$ cat src/cch_pkg.sv
package cch_pkg;
  // ****************************************************************
  // Timing
  // ****************************************************************
  localparam int CLK_HZ = 50_000_000;
  localparam int MS_PER_S = 1000;
  localparam int S_PER_MIN = 60;
  localparam int COLD_MIN = 15;
  localparam int COLD_S = COLD_MIN * S_PER_MIN;
  localparam int WIN_MIN = 5;
  localparam int WIN_S = WIN_MIN * S_PER_MIN;
  localparam int FMUTE_MS = 10;
  localparam int FMUTE_CYC = CLK_HZ / MS_PER_S * FMUTE_MS;
  localparam int SEC_CYC = CLK_HZ;
  localparam logic [2:0] FAULT_LIMIT = 3'h5;
  // ****************************************************************
  // Settings grid and reset values
  // ****************************************************************
  localparam logic [33:0] BAND_MIN_FREQ = 34'h0_0078_8B60;
  localparam logic [33:0] BAND_MAX_FREQ = 34'h0_0080_2C80;
  localparam logic [33:0] FREQ_STEP = 34'h0_0000_007D;
  localparam logic [33:0] ATT_MIN = 34'h0_0000_0000;
  localparam logic [33:0] ATT_MAX = 34'h0_0000_09C4;
  localparam logic [33:0] ATT_STEP = 34'h0_0000_0019;
  localparam logic [11:0] ATT_RST = 12'h3E8;
  localparam logic [23:0] IF_LO_MHZ = 24'h00_0046;
  localparam logic [23:0] IF_HI_MHZ = 24'h00_008C;
  localparam logic [23:0] ACC_SAT = 24'h19_9999;
  localparam logic [1:0] FREQ_PLACES = 2'h3;
  localparam logic [1:0] ATT_PLACES = 2'h2;
  localparam logic [1:0] MST_OFF = 2'h0;
  localparam logic [1:0] MST_ON = 2'h1;
  localparam logic [1:0] MST_COLD = 2'h2;
  // ****************************************************************
  // Characters and command names
  // ****************************************************************
  localparam logic [7:0] CH_CR = 8'h0D;
  localparam logic [7:0] CH_US = 8'h5F;
  localparam logic [7:0] CH_DOT = 8'h2E;
  localparam logic [7:0] CH_0 = 8'h30;
  localparam logic [7:0] CH_9 = 8'h39;
  localparam logic [7:0] CH_A = 8'h41;
  localparam logic [7:0] CH_Z = 8'h5A;
  localparam logic [7:0] CH_LA = 8'h61;
  localparam logic [7:0] CH_LZ = 8'h7A;
  localparam logic [7:0] CASE_OFS = 8'h20;
  localparam logic [23:0] CMD_FRE = 24'h46_5245;
  localparam logic [23:0] CMD_IFF = 24'h49_4646;
  localparam logic [23:0] CMD_ATT = 24'h41_5454;
  localparam logic [23:0] CMD_CLD = 24'h43_4C44;
  localparam logic [23:0] CMD_MUT = 24'h4D_5554;
  localparam logic [23:0] CMD_CMM = 24'h43_4D4D;
  localparam logic [23:0] CMD_CRM = 24'h43_524D;
  localparam logic [23:0] CMD_AFR = 24'h41_4652;
  localparam logic [23:0] TXT_ON = 24'h00_4F4E;
  localparam logic [23:0] TXT_OFF = 24'h4F_4646;
  // ****************************************************************
  // Register map
  // ****************************************************************
  localparam logic [11:0] ADDR_RX = 12'h000;
  localparam logic [11:0] ADDR_RSTAT = 12'h004;
  localparam logic [11:0] ADDR_RCMD = 12'h008;
  localparam logic [11:0] ADDR_RVAL = 12'h00C;
  localparam logic [11:0] ADDR_SET = 12'h010;
  localparam logic [11:0] ADDR_FREQ = 12'h014;
  localparam logic [11:0] ADDR_ATT = 12'h018;
  localparam int RS_VALID = 0;
  localparam int RS_ERR = 1;
  localparam int ST_MUTE = 0;
  localparam int ST_CLD = 1;
  localparam int ST_CMM = 2;
  localparam int ST_CRM = 3;
  localparam int ST_AFR = 4;
  localparam int ST_IF140 = 5;
  localparam int ST_OUT = 6;
  localparam int ST_MST = 7;
  typedef enum logic {PS_NAME, PS_ARG} cch_ps_e;
endpackage

$ cat src/cch_top.sv
// Our own choices: the APB register port and the register addresses.
`timescale 1ns/100ps
// Function
// - Accept 7900-8400 MHz frequency on 125 kHz grid
// - Frequency resets to band minimum
// - IF select accepts only 140 or 70
// - IF select resets to 70 MHz
// - IF change mutes like RF change
// - Attenuation 0-25 dB in 0.25 dB steps
// - Attenuation resets to 10.00 dB
// - Cold start mutes until 15 minutes after reset, resets off
// - Cold start refused in redundant system
// - RF mute setting resets to on
// - Mute query returns on, off or cold
// - Mute mode off mutes every frequency change
// - Mute mode on keeps mute across change
// - Redundancy mute on copies primary mute state
// - Redundancy mute off unmutes on switchover
// - Recovery on mutes on fault, unmutes after
// - Recovery off keeps mute until mute off
// - Over five repeats disables recovery, stays muted
module cch_top #(
  parameter int SEC_CYC = cch_pkg::SEC_CYC,
  parameter int FMUTE_CYC = cch_pkg::FMUTE_CYC,
  parameter int COLD_S = cch_pkg::COLD_S,
  parameter int WIN_S = cch_pkg::WIN_S,
  parameter int NFAULT = 4
) (
  input wire logic pclk,
  input wire logic presetn,
  input wire logic psel,
  input wire logic penable,
  input wire logic pwrite,
  input wire logic [11:0] paddr,
  input wire logic [31:0] pwdata,
  output logic [31:0] prdata,
  output logic pready,
  output logic pslverr,
  input wire logic dual_if_opt,
  input wire logic redundant_mode,
  input wire logic switchover,
  input wire logic primary_mute,
  input wire logic [NFAULT-1:0] fault_in,
  output logic mute_out,
  output logic [23:0] rf_freq_khz,
  output logic [11:0] att_cdb,
  output logic if_sel_140
);
  import cch_pkg::*;

  // ****************************************************************
  // Helpers
  // ****************************************************************
  function automatic logic [7:0] cch_upcase(input logic [7:0] c);
    if (c >= CH_LA && c <= CH_LZ) begin
      cch_upcase = c - CASE_OFS;
    end else begin
      cch_upcase = c;
    end
  endfunction

  // Scales a decimal digit string to p fixed places; too many places fails.
  function automatic logic [33:0] cch_scale(input logic [23:0] v, input logic [1:0] f,
                                            input logic [1:0] p);
    logic [33:0] w;
    w = {10'h000, v};
    if (f > p) begin
      cch_scale = '1;
    end else begin
      case (2'(p - f))
        2'h0: cch_scale = w;
        2'h1: cch_scale = w * 34'h0_0000_000A;
        2'h2: cch_scale = w * 34'h0_0000_0064;
        default: cch_scale = w * 34'h0_0000_03E8;
      endcase
    end
  endfunction

  function automatic logic cch_grid(input logic [33:0] v, input logic [33:0] lo,
                                    input logic [33:0] hi, input logic [33:0] st);
    cch_grid = (v >= lo) && (v <= hi) && ((v % st) == 34'h0_0000_0000);
  endfunction

  // ****************************************************************
  // APB slave
  // ****************************************************************
  logic [23:0] resp_cmd_reg;
  logic [33:0] resp_val_reg;
  logic resp_valid_reg, resp_err_reg;
  logic user_mute_reg, cld_on_reg, cmm_on_reg, crm_on_reg, afr_on_reg;
  logic fault_mute_reg, cold_run, cold_active;
  logic [1:0] mst;
  logic [31:0] set_word;
  logic acc_stb, rx_stb, rstat_rd;

  assign acc_stb = psel && penable && pready;
  assign rx_stb = acc_stb && pwrite && (paddr == ADDR_RX);
  assign rstat_rd = acc_stb && !pwrite && (paddr == ADDR_RSTAT);

  always_comb begin
    set_word = 32'h0000_0000;
    set_word[ST_MUTE] = user_mute_reg;
    set_word[ST_CLD] = cld_on_reg;
    set_word[ST_CMM] = cmm_on_reg;
    set_word[ST_CRM] = crm_on_reg;
    set_word[ST_AFR] = afr_on_reg;
    set_word[ST_IF140] = if_sel_140;
    set_word[ST_OUT] = mute_out;
    set_word[ST_MST +: 2] = mst;
  end

  // Ready follows one cycle after setup, so read data comes from a flop.
  always_ff @(posedge pclk or negedge presetn) begin
    if (!presetn) begin
      pready <= 1'b0;
      pslverr <= 1'b0;
      prdata <= 32'h0000_0000;
    end else begin
      pready <= psel && !penable;
      if (psel && !penable) begin
        pslverr <= 1'b0;
        prdata <= 32'h0000_0000;
        if (paddr == ADDR_RX) begin
          pslverr <= !pwrite;
        end else if (paddr == ADDR_RSTAT && !pwrite) begin
          prdata[RS_VALID] <= resp_valid_reg;
          prdata[RS_ERR] <= resp_err_reg;
        end else if (paddr == ADDR_RCMD && !pwrite) begin
          prdata[23:0] <= resp_cmd_reg;
        end else if (paddr == ADDR_RVAL && !pwrite) begin
          prdata <= resp_val_reg[31:0];
        end else if (paddr == ADDR_SET && !pwrite) begin
          prdata <= set_word;
        end else if (paddr == ADDR_FREQ && !pwrite) begin
          prdata[23:0] <= rf_freq_khz;
        end else if (paddr == ADDR_ATT && !pwrite) begin
          prdata[11:0] <= att_cdb;
        end else begin
          pslverr <= 1'b1;
        end
      end
    end
  end

  // ****************************************************************
  // Character parser
  // ****************************************************************
  cch_ps_e ps_reg;
  logic [23:0] name_reg, txt_reg, acc_reg;
  logic [1:0] frac_reg;
  logic dot_reg, has_dig_reg, has_txt_reg, bad_reg, exec_stb;
  logic [1:0] alen_reg;
  logic [7:0] ch;

  assign ch = cch_upcase(pwdata[7:0]);

  always_ff @(posedge pclk or negedge presetn) begin
    if (!presetn) begin
      ps_reg <= PS_NAME;
      name_reg <= 24'h00_0000;
      txt_reg <= 24'h00_0000;
      acc_reg <= 24'h00_0000;
      frac_reg <= 2'h0;
      alen_reg <= 2'h0;
      dot_reg <= 1'b0;
      has_dig_reg <= 1'b0;
      has_txt_reg <= 1'b0;
      bad_reg <= 1'b0;
      exec_stb <= 1'b0;
    end else begin
      exec_stb <= rx_stb && (ch == CH_CR);
      if (exec_stb) begin
        ps_reg <= PS_NAME;
        name_reg <= 24'h00_0000;
        txt_reg <= 24'h00_0000;
        acc_reg <= 24'h00_0000;
        frac_reg <= 2'h0;
        alen_reg <= 2'h0;
        dot_reg <= 1'b0;
        has_dig_reg <= 1'b0;
        has_txt_reg <= 1'b0;
        bad_reg <= 1'b0;
      end else if (rx_stb && ch != CH_CR) begin
        case (ps_reg)
          PS_NAME: begin
            if (ch == CH_US) begin
              ps_reg <= PS_ARG;
            end else begin
              name_reg <= {name_reg[15:0], ch};
            end
          end
          default: begin
            if (ch >= CH_0 && ch <= CH_9) begin
              has_dig_reg <= 1'b1;
              if (acc_reg > ACC_SAT || (dot_reg && frac_reg == 2'h3)) begin
                bad_reg <= 1'b1;
              end else begin
                acc_reg <= 24'(acc_reg * 24'h00_000A + {16'h0000, ch - CH_0});
                if (dot_reg) begin
                  frac_reg <= frac_reg + 2'h1;
                end
              end
            end else if (ch == CH_DOT) begin
              bad_reg <= bad_reg || dot_reg;
              dot_reg <= 1'b1;
            end else if (ch >= CH_A && ch <= CH_Z && alen_reg != 2'h3) begin
              has_txt_reg <= 1'b1;
              alen_reg <= alen_reg + 2'h1;
              txt_reg <= {txt_reg[15:0], ch};
            end else begin
              bad_reg <= 1'b1;
            end
          end
        endcase
      end
    end
  end

  // ****************************************************************
  // Command decode
  // ****************************************************************
  logic num_ok, is_on, is_off, is_query, cmd_ok, chg_evt;
  logic [33:0] fk, ak, rval;

  always_comb begin
    num_ok = has_dig_reg && !has_txt_reg && !bad_reg;
    is_on = has_txt_reg && !has_dig_reg && !dot_reg && !bad_reg && txt_reg == TXT_ON;
    is_off = has_txt_reg && !has_dig_reg && !dot_reg && !bad_reg && txt_reg == TXT_OFF;
    is_query = !has_dig_reg && !has_txt_reg && !dot_reg && !bad_reg && ps_reg == PS_ARG;
    fk = cch_scale(acc_reg, frac_reg, FREQ_PLACES);
    ak = cch_scale(acc_reg, frac_reg, ATT_PLACES);
    cmd_ok = 1'b0;
    if (name_reg == CMD_FRE) begin
      cmd_ok = is_query || (num_ok && cch_grid(fk, BAND_MIN_FREQ, BAND_MAX_FREQ,
                                               FREQ_STEP));
    end else if (name_reg == CMD_IFF) begin
      cmd_ok = dual_if_opt && (is_query || (num_ok && frac_reg == 2'h0 &&
               (acc_reg == IF_LO_MHZ || acc_reg == IF_HI_MHZ)));
    end else if (name_reg == CMD_ATT) begin
      cmd_ok = is_query || (num_ok && cch_grid(ak, ATT_MIN, ATT_MAX, ATT_STEP));
    end else if (name_reg == CMD_CLD) begin
      cmd_ok = !redundant_mode && (is_query || is_on || is_off);
    end else if (name_reg == CMD_MUT || name_reg == CMD_CMM ||
                 name_reg == CMD_CRM || name_reg == CMD_AFR) begin
      cmd_ok = is_query || is_on || is_off;
    end
  end

  // Echo value after the command has been applied.
  always_comb begin
    rval = 34'h0_0000_0000;
    if (name_reg == CMD_FRE) begin
      rval = (cmd_ok && !is_query) ? fk : {10'h000, rf_freq_khz};
    end else if (name_reg == CMD_IFF) begin
      rval = {10'h000, (cmd_ok && !is_query) ? acc_reg :
              (if_sel_140 ? IF_HI_MHZ : IF_LO_MHZ)};
    end else if (name_reg == CMD_ATT) begin
      rval = (cmd_ok && !is_query) ? ak : {22'h00_0000, att_cdb};
    end else if (name_reg == CMD_MUT) begin
      rval[1:0] = is_query ? mst : ((cmd_ok ? is_on : user_mute_reg) ? MST_ON : MST_OFF);
    end else if (name_reg == CMD_CLD) begin
      rval[0] = (cmd_ok && !is_query) ? is_on : cld_on_reg;
    end else if (name_reg == CMD_CMM) begin
      rval[0] = (cmd_ok && !is_query) ? is_on : cmm_on_reg;
    end else if (name_reg == CMD_CRM) begin
      rval[0] = (cmd_ok && !is_query) ? is_on : crm_on_reg;
    end else if (name_reg == CMD_AFR) begin
      rval[0] = (cmd_ok && !is_query) ? is_on : afr_on_reg;
    end
  end

  // ****************************************************************
  // Settings and confirmation
  // ****************************************************************
  logic afr_trip;
  logic do_set;

  assign do_set = exec_stb && cmd_ok && !is_query;

  always_ff @(posedge pclk or negedge presetn) begin
    if (!presetn) begin
      rf_freq_khz <= BAND_MIN_FREQ[23:0];
      if_sel_140 <= 1'b0;
      att_cdb <= ATT_RST;
      cld_on_reg <= 1'b0;
      cmm_on_reg <= 1'b0;
      crm_on_reg <= 1'b0;
      afr_on_reg <= 1'b1;
      chg_evt <= 1'b0;
    end else begin
      chg_evt <= 1'b0;
      if (do_set && name_reg == CMD_FRE) begin
        rf_freq_khz <= fk[23:0];
        chg_evt <= 1'b1;
      end
      if (do_set && name_reg == CMD_IFF) begin
        if_sel_140 <= (acc_reg == IF_HI_MHZ);
        chg_evt <= 1'b1;
      end
      if (do_set && name_reg == CMD_ATT) begin
        att_cdb <= ak[11:0];
      end
      if (do_set && name_reg == CMD_CLD) begin
        cld_on_reg <= is_on;
      end
      if (do_set && name_reg == CMD_CMM) begin
        cmm_on_reg <= is_on;
      end
      if (do_set && name_reg == CMD_CRM) begin
        crm_on_reg <= is_on;
      end
      if (afr_trip) begin
        afr_on_reg <= 1'b0;
      end else if (do_set && name_reg == CMD_AFR) begin
        afr_on_reg <= is_on;
      end
    end
  end

  // Host mute command wins over a switchover landing in the same cycle.
  always_ff @(posedge pclk or negedge presetn) begin
    if (!presetn) begin
      user_mute_reg <= 1'b1;
    end else if (do_set && name_reg == CMD_MUT) begin
      user_mute_reg <= is_on;
    end else if (switchover) begin
      user_mute_reg <= crm_on_reg ? primary_mute : 1'b0;
    end
  end

  always_ff @(posedge pclk or negedge presetn) begin
    if (!presetn) begin
      resp_valid_reg <= 1'b0;
      resp_err_reg <= 1'b0;
      resp_cmd_reg <= 24'h00_0000;
      resp_val_reg <= 34'h0_0000_0000;
    end else if (exec_stb) begin
      resp_valid_reg <= 1'b1;
      resp_err_reg <= !cmd_ok;
      resp_cmd_reg <= name_reg;
      resp_val_reg <= rval;
    end else if (rstat_rd) begin
      resp_valid_reg <= 1'b0;
    end
  end

  // ****************************************************************
  // Timers
  // ****************************************************************
  logic [31:0] sec_div, cold_sec, win_sec, fmute_cnt;
  logic sec_tick, win_tick;

  assign sec_tick = (sec_div == 32'(SEC_CYC - 1));
  assign win_tick = sec_tick && (win_sec == 32'(WIN_S - 1));
  assign cold_run = (cold_sec < 32'(COLD_S));
  assign cold_active = cld_on_reg && cold_run;
  assign mst = cold_active ? MST_COLD : (mute_out ? MST_ON : MST_OFF);

  always_ff @(posedge pclk or negedge presetn) begin
    if (!presetn) begin
      sec_div <= 32'h0000_0000;
      cold_sec <= 32'h0000_0000;
      win_sec <= 32'h0000_0000;
    end else begin
      sec_div <= sec_tick ? 32'h0000_0000 : sec_div + 32'h0000_0001;
      if (sec_tick && cold_run) begin
        cold_sec <= cold_sec + 32'h0000_0001;
      end
      if (sec_tick) begin
        win_sec <= win_tick ? 32'h0000_0000 : win_sec + 32'h0000_0001;
      end
    end
  end

  always_ff @(posedge pclk or negedge presetn) begin
    if (!presetn) begin
      fmute_cnt <= 32'h0000_0000;
    end else if (chg_evt && !cmm_on_reg) begin
      fmute_cnt <= 32'(FMUTE_CYC);
    end else if (fmute_cnt != 32'h0000_0000) begin
      fmute_cnt <= fmute_cnt - 32'h0000_0001;
    end
  end

  // ****************************************************************
  // Fault handling and output mute
  // ****************************************************************
  logic [NFAULT-1:0] fault_q;
  logic [2:0] occ_cnt [NFAULT];
  logic [NFAULT-1:0] trip_vec;

  always_comb begin
    for (int i = 0; i < NFAULT; i++) begin
      trip_vec[i] = fault_in[i] && !fault_q[i] && (occ_cnt[i] >= FAULT_LIMIT);
    end
  end
  assign afr_trip = afr_on_reg && (|trip_vec);

  always_ff @(posedge pclk or negedge presetn) begin
    if (!presetn) begin
      fault_q <= '0;
      for (int i = 0; i < NFAULT; i++) begin
        occ_cnt[i] <= 3'h0;
      end
    end else begin
      fault_q <= fault_in;
      for (int i = 0; i < NFAULT; i++) begin
        if (fault_in[i] && !fault_q[i] && occ_cnt[i] <= FAULT_LIMIT) begin
          occ_cnt[i] <= occ_cnt[i] + 3'h1;
        end else if (win_tick) begin
          occ_cnt[i] <= 3'h0;
        end
      end
    end
  end

  always_ff @(posedge pclk or negedge presetn) begin
    if (!presetn) begin
      fault_mute_reg <= 1'b0;
    end else if (|fault_in) begin
      fault_mute_reg <= 1'b1;
    end else if (afr_on_reg && !afr_trip) begin
      fault_mute_reg <= 1'b0;
    end else if (do_set && name_reg == CMD_MUT && is_off) begin
      fault_mute_reg <= 1'b0;
    end
  end

  always_ff @(posedge pclk or negedge presetn) begin
    if (!presetn) begin
      mute_out <= 1'b1;
    end else begin
      mute_out <= user_mute_reg || fault_mute_reg || cold_active ||
                  (fmute_cnt != 32'h0000_0000);
    end
  end

  // ****************************************************************
  // Assertions
  // ****************************************************************
  AST_FREQ_GRID: assert property (@(posedge pclk) disable iff (!presetn)
    cch_grid({10'h000, rf_freq_khz}, BAND_MIN_FREQ, BAND_MAX_FREQ, FREQ_STEP))
    else $error("frequency off range or grid");
  AST_ATT_GRID: assert property (@(posedge pclk) disable iff (!presetn)
    cch_grid({22'h00_0000, att_cdb}, ATT_MIN, ATT_MAX, ATT_STEP))
    else $error("attenuation off range or grid");
  AST_IF_OPT: assert property (@(posedge pclk) disable iff (!presetn)
    !$stable(if_sel_140) |-> $past(dual_if_opt) && $past(exec_stb))
    else $error("IF select changed without option");
  AST_COLD_MUTE: assert property (@(posedge pclk) disable iff (!presetn)
    cold_active |-> mst == MST_COLD ##1 mute_out)
    else $error("cold start not muting");
  AST_CLD_RED: assert property (@(posedge pclk) disable iff (!presetn)
    exec_stb && name_reg == CMD_CLD && redundant_mode |=> resp_err_reg && $stable(cld_on_reg))
    else $error("cold start taken in redundant system");
  AST_CHG_MUTE: assert property (@(posedge pclk) disable iff (!presetn)
    chg_evt && !cmm_on_reg |=> fmute_cnt == 32'(FMUTE_CYC) ##1 mute_out)
    else $error("frequency change did not mute");
  AST_CMM_KEEP: assert property (@(posedge pclk) disable iff (!presetn)
    chg_evt && cmm_on_reg && fmute_cnt == 32'h0000_0000 |=> fmute_cnt == 32'h0000_0000)
    else $error("mute mode on still muted on change");
  AST_SW_COPY: assert property (@(posedge pclk) disable iff (!presetn)
    switchover && crm_on_reg && !do_set |=> user_mute_reg == $past(primary_mute))
    else $error("switchover did not copy primary mute");
  AST_SW_UNMUTE: assert property (@(posedge pclk) disable iff (!presetn)
    switchover && !crm_on_reg && !do_set |=> !user_mute_reg)
    else $error("switchover did not unmute");
  AST_FAULT_MUTE: assert property (@(posedge pclk) disable iff (!presetn)
    (|fault_in) |=> fault_mute_reg ##1 mute_out)
    else $error("fault did not mute");
  AST_AFR_HOLD: assert property (@(posedge pclk) disable iff (!presetn)
    fault_mute_reg && !afr_on_reg && !(|fault_in) && !do_set |=> fault_mute_reg)
    else $error("fault mute released without command");
  AST_AFR_TRIP: assert property (@(posedge pclk) disable iff (!presetn)
    afr_trip |=> !afr_on_reg ##1 mute_out)
    else $error("repeated fault did not disable recovery");
  AST_CONFIRM: assert property (@(posedge pclk) disable iff (!presetn)
    exec_stb |=> resp_valid_reg && resp_cmd_reg == $past(name_reg))
    else $error("command not confirmed");
  AST_REJECT: assert property (@(posedge pclk) disable iff (!presetn)
    exec_stb && !cmd_ok |=> $stable(rf_freq_khz) && $stable(att_cdb))
    else $error("rejected value changed a setting");
  COV_FREQ_SET: cover property (@(posedge pclk) do_set && name_reg == CMD_FRE);
  COV_REJECT: cover property (@(posedge pclk) exec_stb && !cmd_ok);
  COV_TRIP: cover property (@(posedge pclk) afr_trip);
  COV_SWITCH: cover property (@(posedge pclk) switchover && crm_on_reg);
endmodule

$ cat config.mk
export PLATFORM = sky130hd
export DESIGN_NAME = cch_top
export DESIGN_NICKNAME = d
export VERILOG_FILES = /design/src/cch_pkg.sv /design/src/cch_top.sv
export SDC_FILE = /design/constraint.sdc
export NUM_CORES = 2
export LEC_CHECK = 0
export BUFFER_PORTS_ARGS = -buffer_cell sky130_fd_sc_hd__buf_2
export CAP_MARGIN = 30
export CORE_ASPECT_RATIO = 1.2
export CORE_MARGIN = 2
export CORE_UTILIZATION = 38
export CTS_CLUSTER_SIZE = 28
export DETAILED_ROUTE_END_ITERATION = 10
export MAX_ROUTING_LAYER = met4
export SETUP_SLACK_MARGIN = 0.3
export SLEW_MARGIN = 15
export SYNTH_ARGS = -nofsm -noshare
export SYNTH_HDL_FRONTEND = slang
export SYNTH_SLANG_ARGS = --single-unit
$ cat constraint.sdc
create_clock -name pclk -period 97.6 [get_ports pclk]
set_input_delay 19.52 -clock pclk [delete_from_list [all_inputs] [get_ports pclk]]
set_output_delay 19.52 -clock pclk [all_outputs]
set_load 0.01 [all_outputs]
==> flow_metrics.py <==
metrics = {
    "detailed_routing": {
        "top_layer_used": "met4",
        "met2_length_um": 94700,
        "wl_met3_um": 10900,
        "drt-initial-drc-count": 5182,
        "drcViolationCount": 0,
        "wl_met1_um": 83100,
        "routed_via_density": 6.25,
        "route.detailed.wl_per_inst_um": 21.0,
        "totalWireLength_um": 196000,
        "via_count": 58500,
        "drtAntennaViolNets": 0,
        "firstDrtPassIters": 6,
    },
    "timing": {
        "relSlewSlack_pct": 21.2,
        "clock.fmax_mhz": 23.7,
        "finalHoldViolCount": 0,
        "min_period_over_period_pct": 43.2,
        "setup_viol": 0,
        "rsz0062_at_grt": "no",
        "min_period_ns": 42.14,
        "worst_pin_slew_ns": 1.17,
        "skew_ns": 0.0497,
        "maxSlewViolCount": 0,
        "setup_tns_ns": 0,
    },
    "synth": {
        "synthMuxAreaShare_pct": 5.44,
        "ys_seq_area_share_pct": 15.9,
        "synthesis.nets": 7865,
        "synth_compound_area_share_pct": 27.8,
        "synthAdderAreaFrac_pct": 9.53,
        "ys_seq_elements": 363,
        "ys.flop_type": "dfrtp_1",
        "yosys.area_share.xor_xnor_pct": 8.60,
        "synth_top_family_by_area": "compound AO/OA/AOI/OAI gates",
        "avgSynthCellArea_um2": 7.67,
        "synthSimpleGateAreaFrac_pct": 26.7,
        "synth_area_um2": 57300,
        "synth_cell_types": 173,
        "yosys_warnings": 0,
        "syn_inst": 7468,
        "synth-async-reset-ratio_pct": 100,
        "synth_edf_count": 0,
    },
    "hold_path": {
        "hold_class": "register to register",
        "whs_path_depth": 0,
        "hp-start": "cold_sec[21]$_DFFE_PN0P_",
        "min_to": "cold_sec[21]$_DFFE_PN0P_",
    },
    "setup_path": {
        "cpPeakStageDelay_ns": 0.89,
        "r2r_slack_ns": 55.46,
        "crit_required_ns": 98.07,
        "reg2reg_from": "acc_reg[9]$_DFFE_PN0P_",
        "crit_fanout": 50,
        "timing.rr.end": "resp_val_reg[26]$_DFFE_PN0P_",
        "cp.arrival_ns": 42.62,
        "crit_path_start_kind": "register",
        "critPathKind": "register to register",
        "reg2regPathDepth": 100,
        "cp_common_cell": "nand4_1",
        "critPathCaptureType": "register",
        "crit_slowest_cell": "nor4b_1",
    },
    "layout": {
        "final_cell_mix": "789 x nand2_1, 654 x nor2_1, 384 x a21oi_1",
        "drive_gt1_share_pct": 9.35,
        "synthToLayoutAreaGrowth_pct": 5.67,
        "finalNetCount": 7757,
        "fill_cells": 15500,
        "antenna_cells": 0,
        "layout_commonest_cell": "nand2_1",
        "register_area_um2": 9110,
        "design_area_um2": 60500,
        "multiInputGateArea_um2": 44800,
    },
    "placed_design": {
        "dpl_cell_area_um2": 59100,
        "dpl.hpwl_um": 154000,
        "routabilityCongestion": 0.948,
        "io_buffers": 104,
    },
    "power_and_ir_drop": {
        "p_leak_nw": 24.9,
        "ir_drop_mv": 0.0223,
        "powerDensity_nw_per_um2": 18.0,
    },
    "outcome": {
        "outcome": "complete, no violations",
    },
    "grt": {
        "grt.total_usage_pct": 25.2,
        "grt_antenna_before_repair": 5,
        "grt_max_degree": 177,
        "overflow": 0,
        "first_global_vias": 55700,
        "grt_pass1_wl_um": 310000,
    },
    "clock_network": {
        "cts_setup_buffers": 0,
        "cts_made_buffers": 40,
        "numClockSinks": 363,
        "clk_path_buf_depth": 3,
        "clk_pin_slew_ns": 0.06,
        "cts-htree-levels": 2,
        "cts_tree": "done",
        "cts-resized-gates": 0,
        "clk_latency_ns": 0.59,
        "cts_root_buf": "clkbuf_16",
        "cts_hold_buf": 0,
    },
    "floorplanning": {
        "dieArea_um2": 154000,
        "core_area_um2": 150000,
        "die_w_um": 358,
        "die_y_um": 429,
        "ios": 129,
        "initial_core_util_pct": 38.2,
        "rows": 156,
    },
    "flow_run": {
        "drv_cap": 0,
    },
}
==> logic make-up (layout without fill, tap and decap cells) <==
kind of cell / count (synthesis) / after routing
buffers and inverters: 712 / 634
multiplexers: 286 / 286
AO/OA/AOI/OAI: 2171 / 2171
adder cells (fa/ha/maj): 380 / 380
AND/OR/NAND/NOR: 3004 / 3004
XOR/XNOR: 552 / 552
flip-flops: 363 / 363
==> cells in the mapped netlist (all sizes together), types with 35 or more instances <==
master / instances / area (µm²)
xnor2: 374 / 3320
a211oi: 115 / 908
and3: 112 / 706
o21a: 53 / 399
nand3: 326 / 1640
nand4: 135 / 845
or4: 56 / 439
nand2b: 65 / 407
nand2: 798 / 3040
o31ai: 72 / 569
nor2: 669 / 2570
a21oi: 397 / 2060
inv: 339 / 1270
a311oi: 39 / 373
nor4: 111 / 795
a211o: 38 / 333
xor2: 177 / 1580
o21ai: 431 / 2190
mux2i: 157 / 1580
a31oi: 112 / 764
dfrtp: 344 / 8610
a221oi: 70 / 716
and2: 104 / 658
buf: 174 / 1240
fa: 107 / 2140
or3: 77 / 493
or2: 71 / 444
o2111ai: 45 / 412
o22ai: 35 / 225
ha: 233 / 2920
nor4b: 36 / 343
mux2: 129 / 1540
nor3: 232 / 1210
nor2b: 52 / 328
a21o: 102 / 766
clkbuf: 185 / 802
a2111oi: 44 / 470
maj3: 40 / 402
o211ai: 85 / 662
==> per-layer routing <==
| layer | up-vias | GRT usage [%] |
|---|---|---|
| li1 | 27900 | - |
| met1 | 28400 | 31.0 |
| met2 | 1889 | 42.3 |
| met3 | 426 | 2.70 |
| met4 | 0 | 9.27 |
| met5 | - | - |
==> worst max-delay path, delay by kind of cell, from the launching register on <==
| kind | cells | cell delay [ns] |
|---|---|---|
| AO/OA/AOI/OAI | 48 | 16.52 |
| XOR/XNOR | 5 | 2.00 |
| adder cells (fa/ha/maj) | 4 | 1.58 |
| buffers and inverters | 4 | 1.16 |
| flip-flops | 1 | 0.75 |
| multiplexers | 6 | 2.42 |
| AND/OR/NAND/NOR | 33 | 17.46 |
==> worst max path at each step <==
stage / start / end / slack [ns]
after detailed placement: acc_reg[9]$_DFFE_PN0P_ / rf_freq_khz[13]$_DFFE_PN0P_ / 55.99
after global routing: acc_reg[9]$_DFFE_PN0P_ / resp_val_reg[26]$_DFFE_PN0P_ / 52.88
after global placement: acc_reg[9]$_DFFE_PN0P_ / rf_freq_khz[16]$_DFFE_PN0P_ / 56.31
final: acc_reg[9]$_DFFE_PN0P_ / resp_val_reg[26]$_DFFE_PN0P_ / 55.46
after floorplan: acc_reg[1]$_DFFE_PN0P_ / rf_freq_khz[10]$_DFFE_PN0P_ / 66.32
after CTS: acc_reg[9]$_DFFE_PN0P_ / rf_freq_khz[2]$_DFFE_PN0P_ / 55.91
==> report_power, final <==
part	internal, mW	leakage, nW	switching, mW
registers	0.153	4.65	0.00338
clock network	0.0942	0.689	0.0687
logic	0.263	19.5	0.505
==> area by class of cell <==
cell class	count	area share, %
clock buffer	56	1.97
clock inverter	16	0.347
inverter	343	2.13
multi-input combinational	6393	74.1
sequential	363	15.1
tap	1975	4.08
timing repair buffer	219	2.34
==> metrics by stage <==
stage / setup WS [ns] / hold WS (ns) / power (mW) / util (%) / instances
CTS: 55.91 / 0.373 / 1.08 / 40.3 / 9353
detailed placement: 55.99 / 0.360 / 0.909 / 39.3 / 9281
finish: 55.46 / 0.368 / 1.09 / 40.3 / 9365
global route: 52.88 / 0.388 / 1.17 / 40.3 / 9365
floorplan: 66.32 / 0.421 / 0.743 / - / 7468
global placement: 56.31 / 0.358 / 0.897 / 39.3 / 9272
No activity file was read; power rests on OpenSTA's default activity.
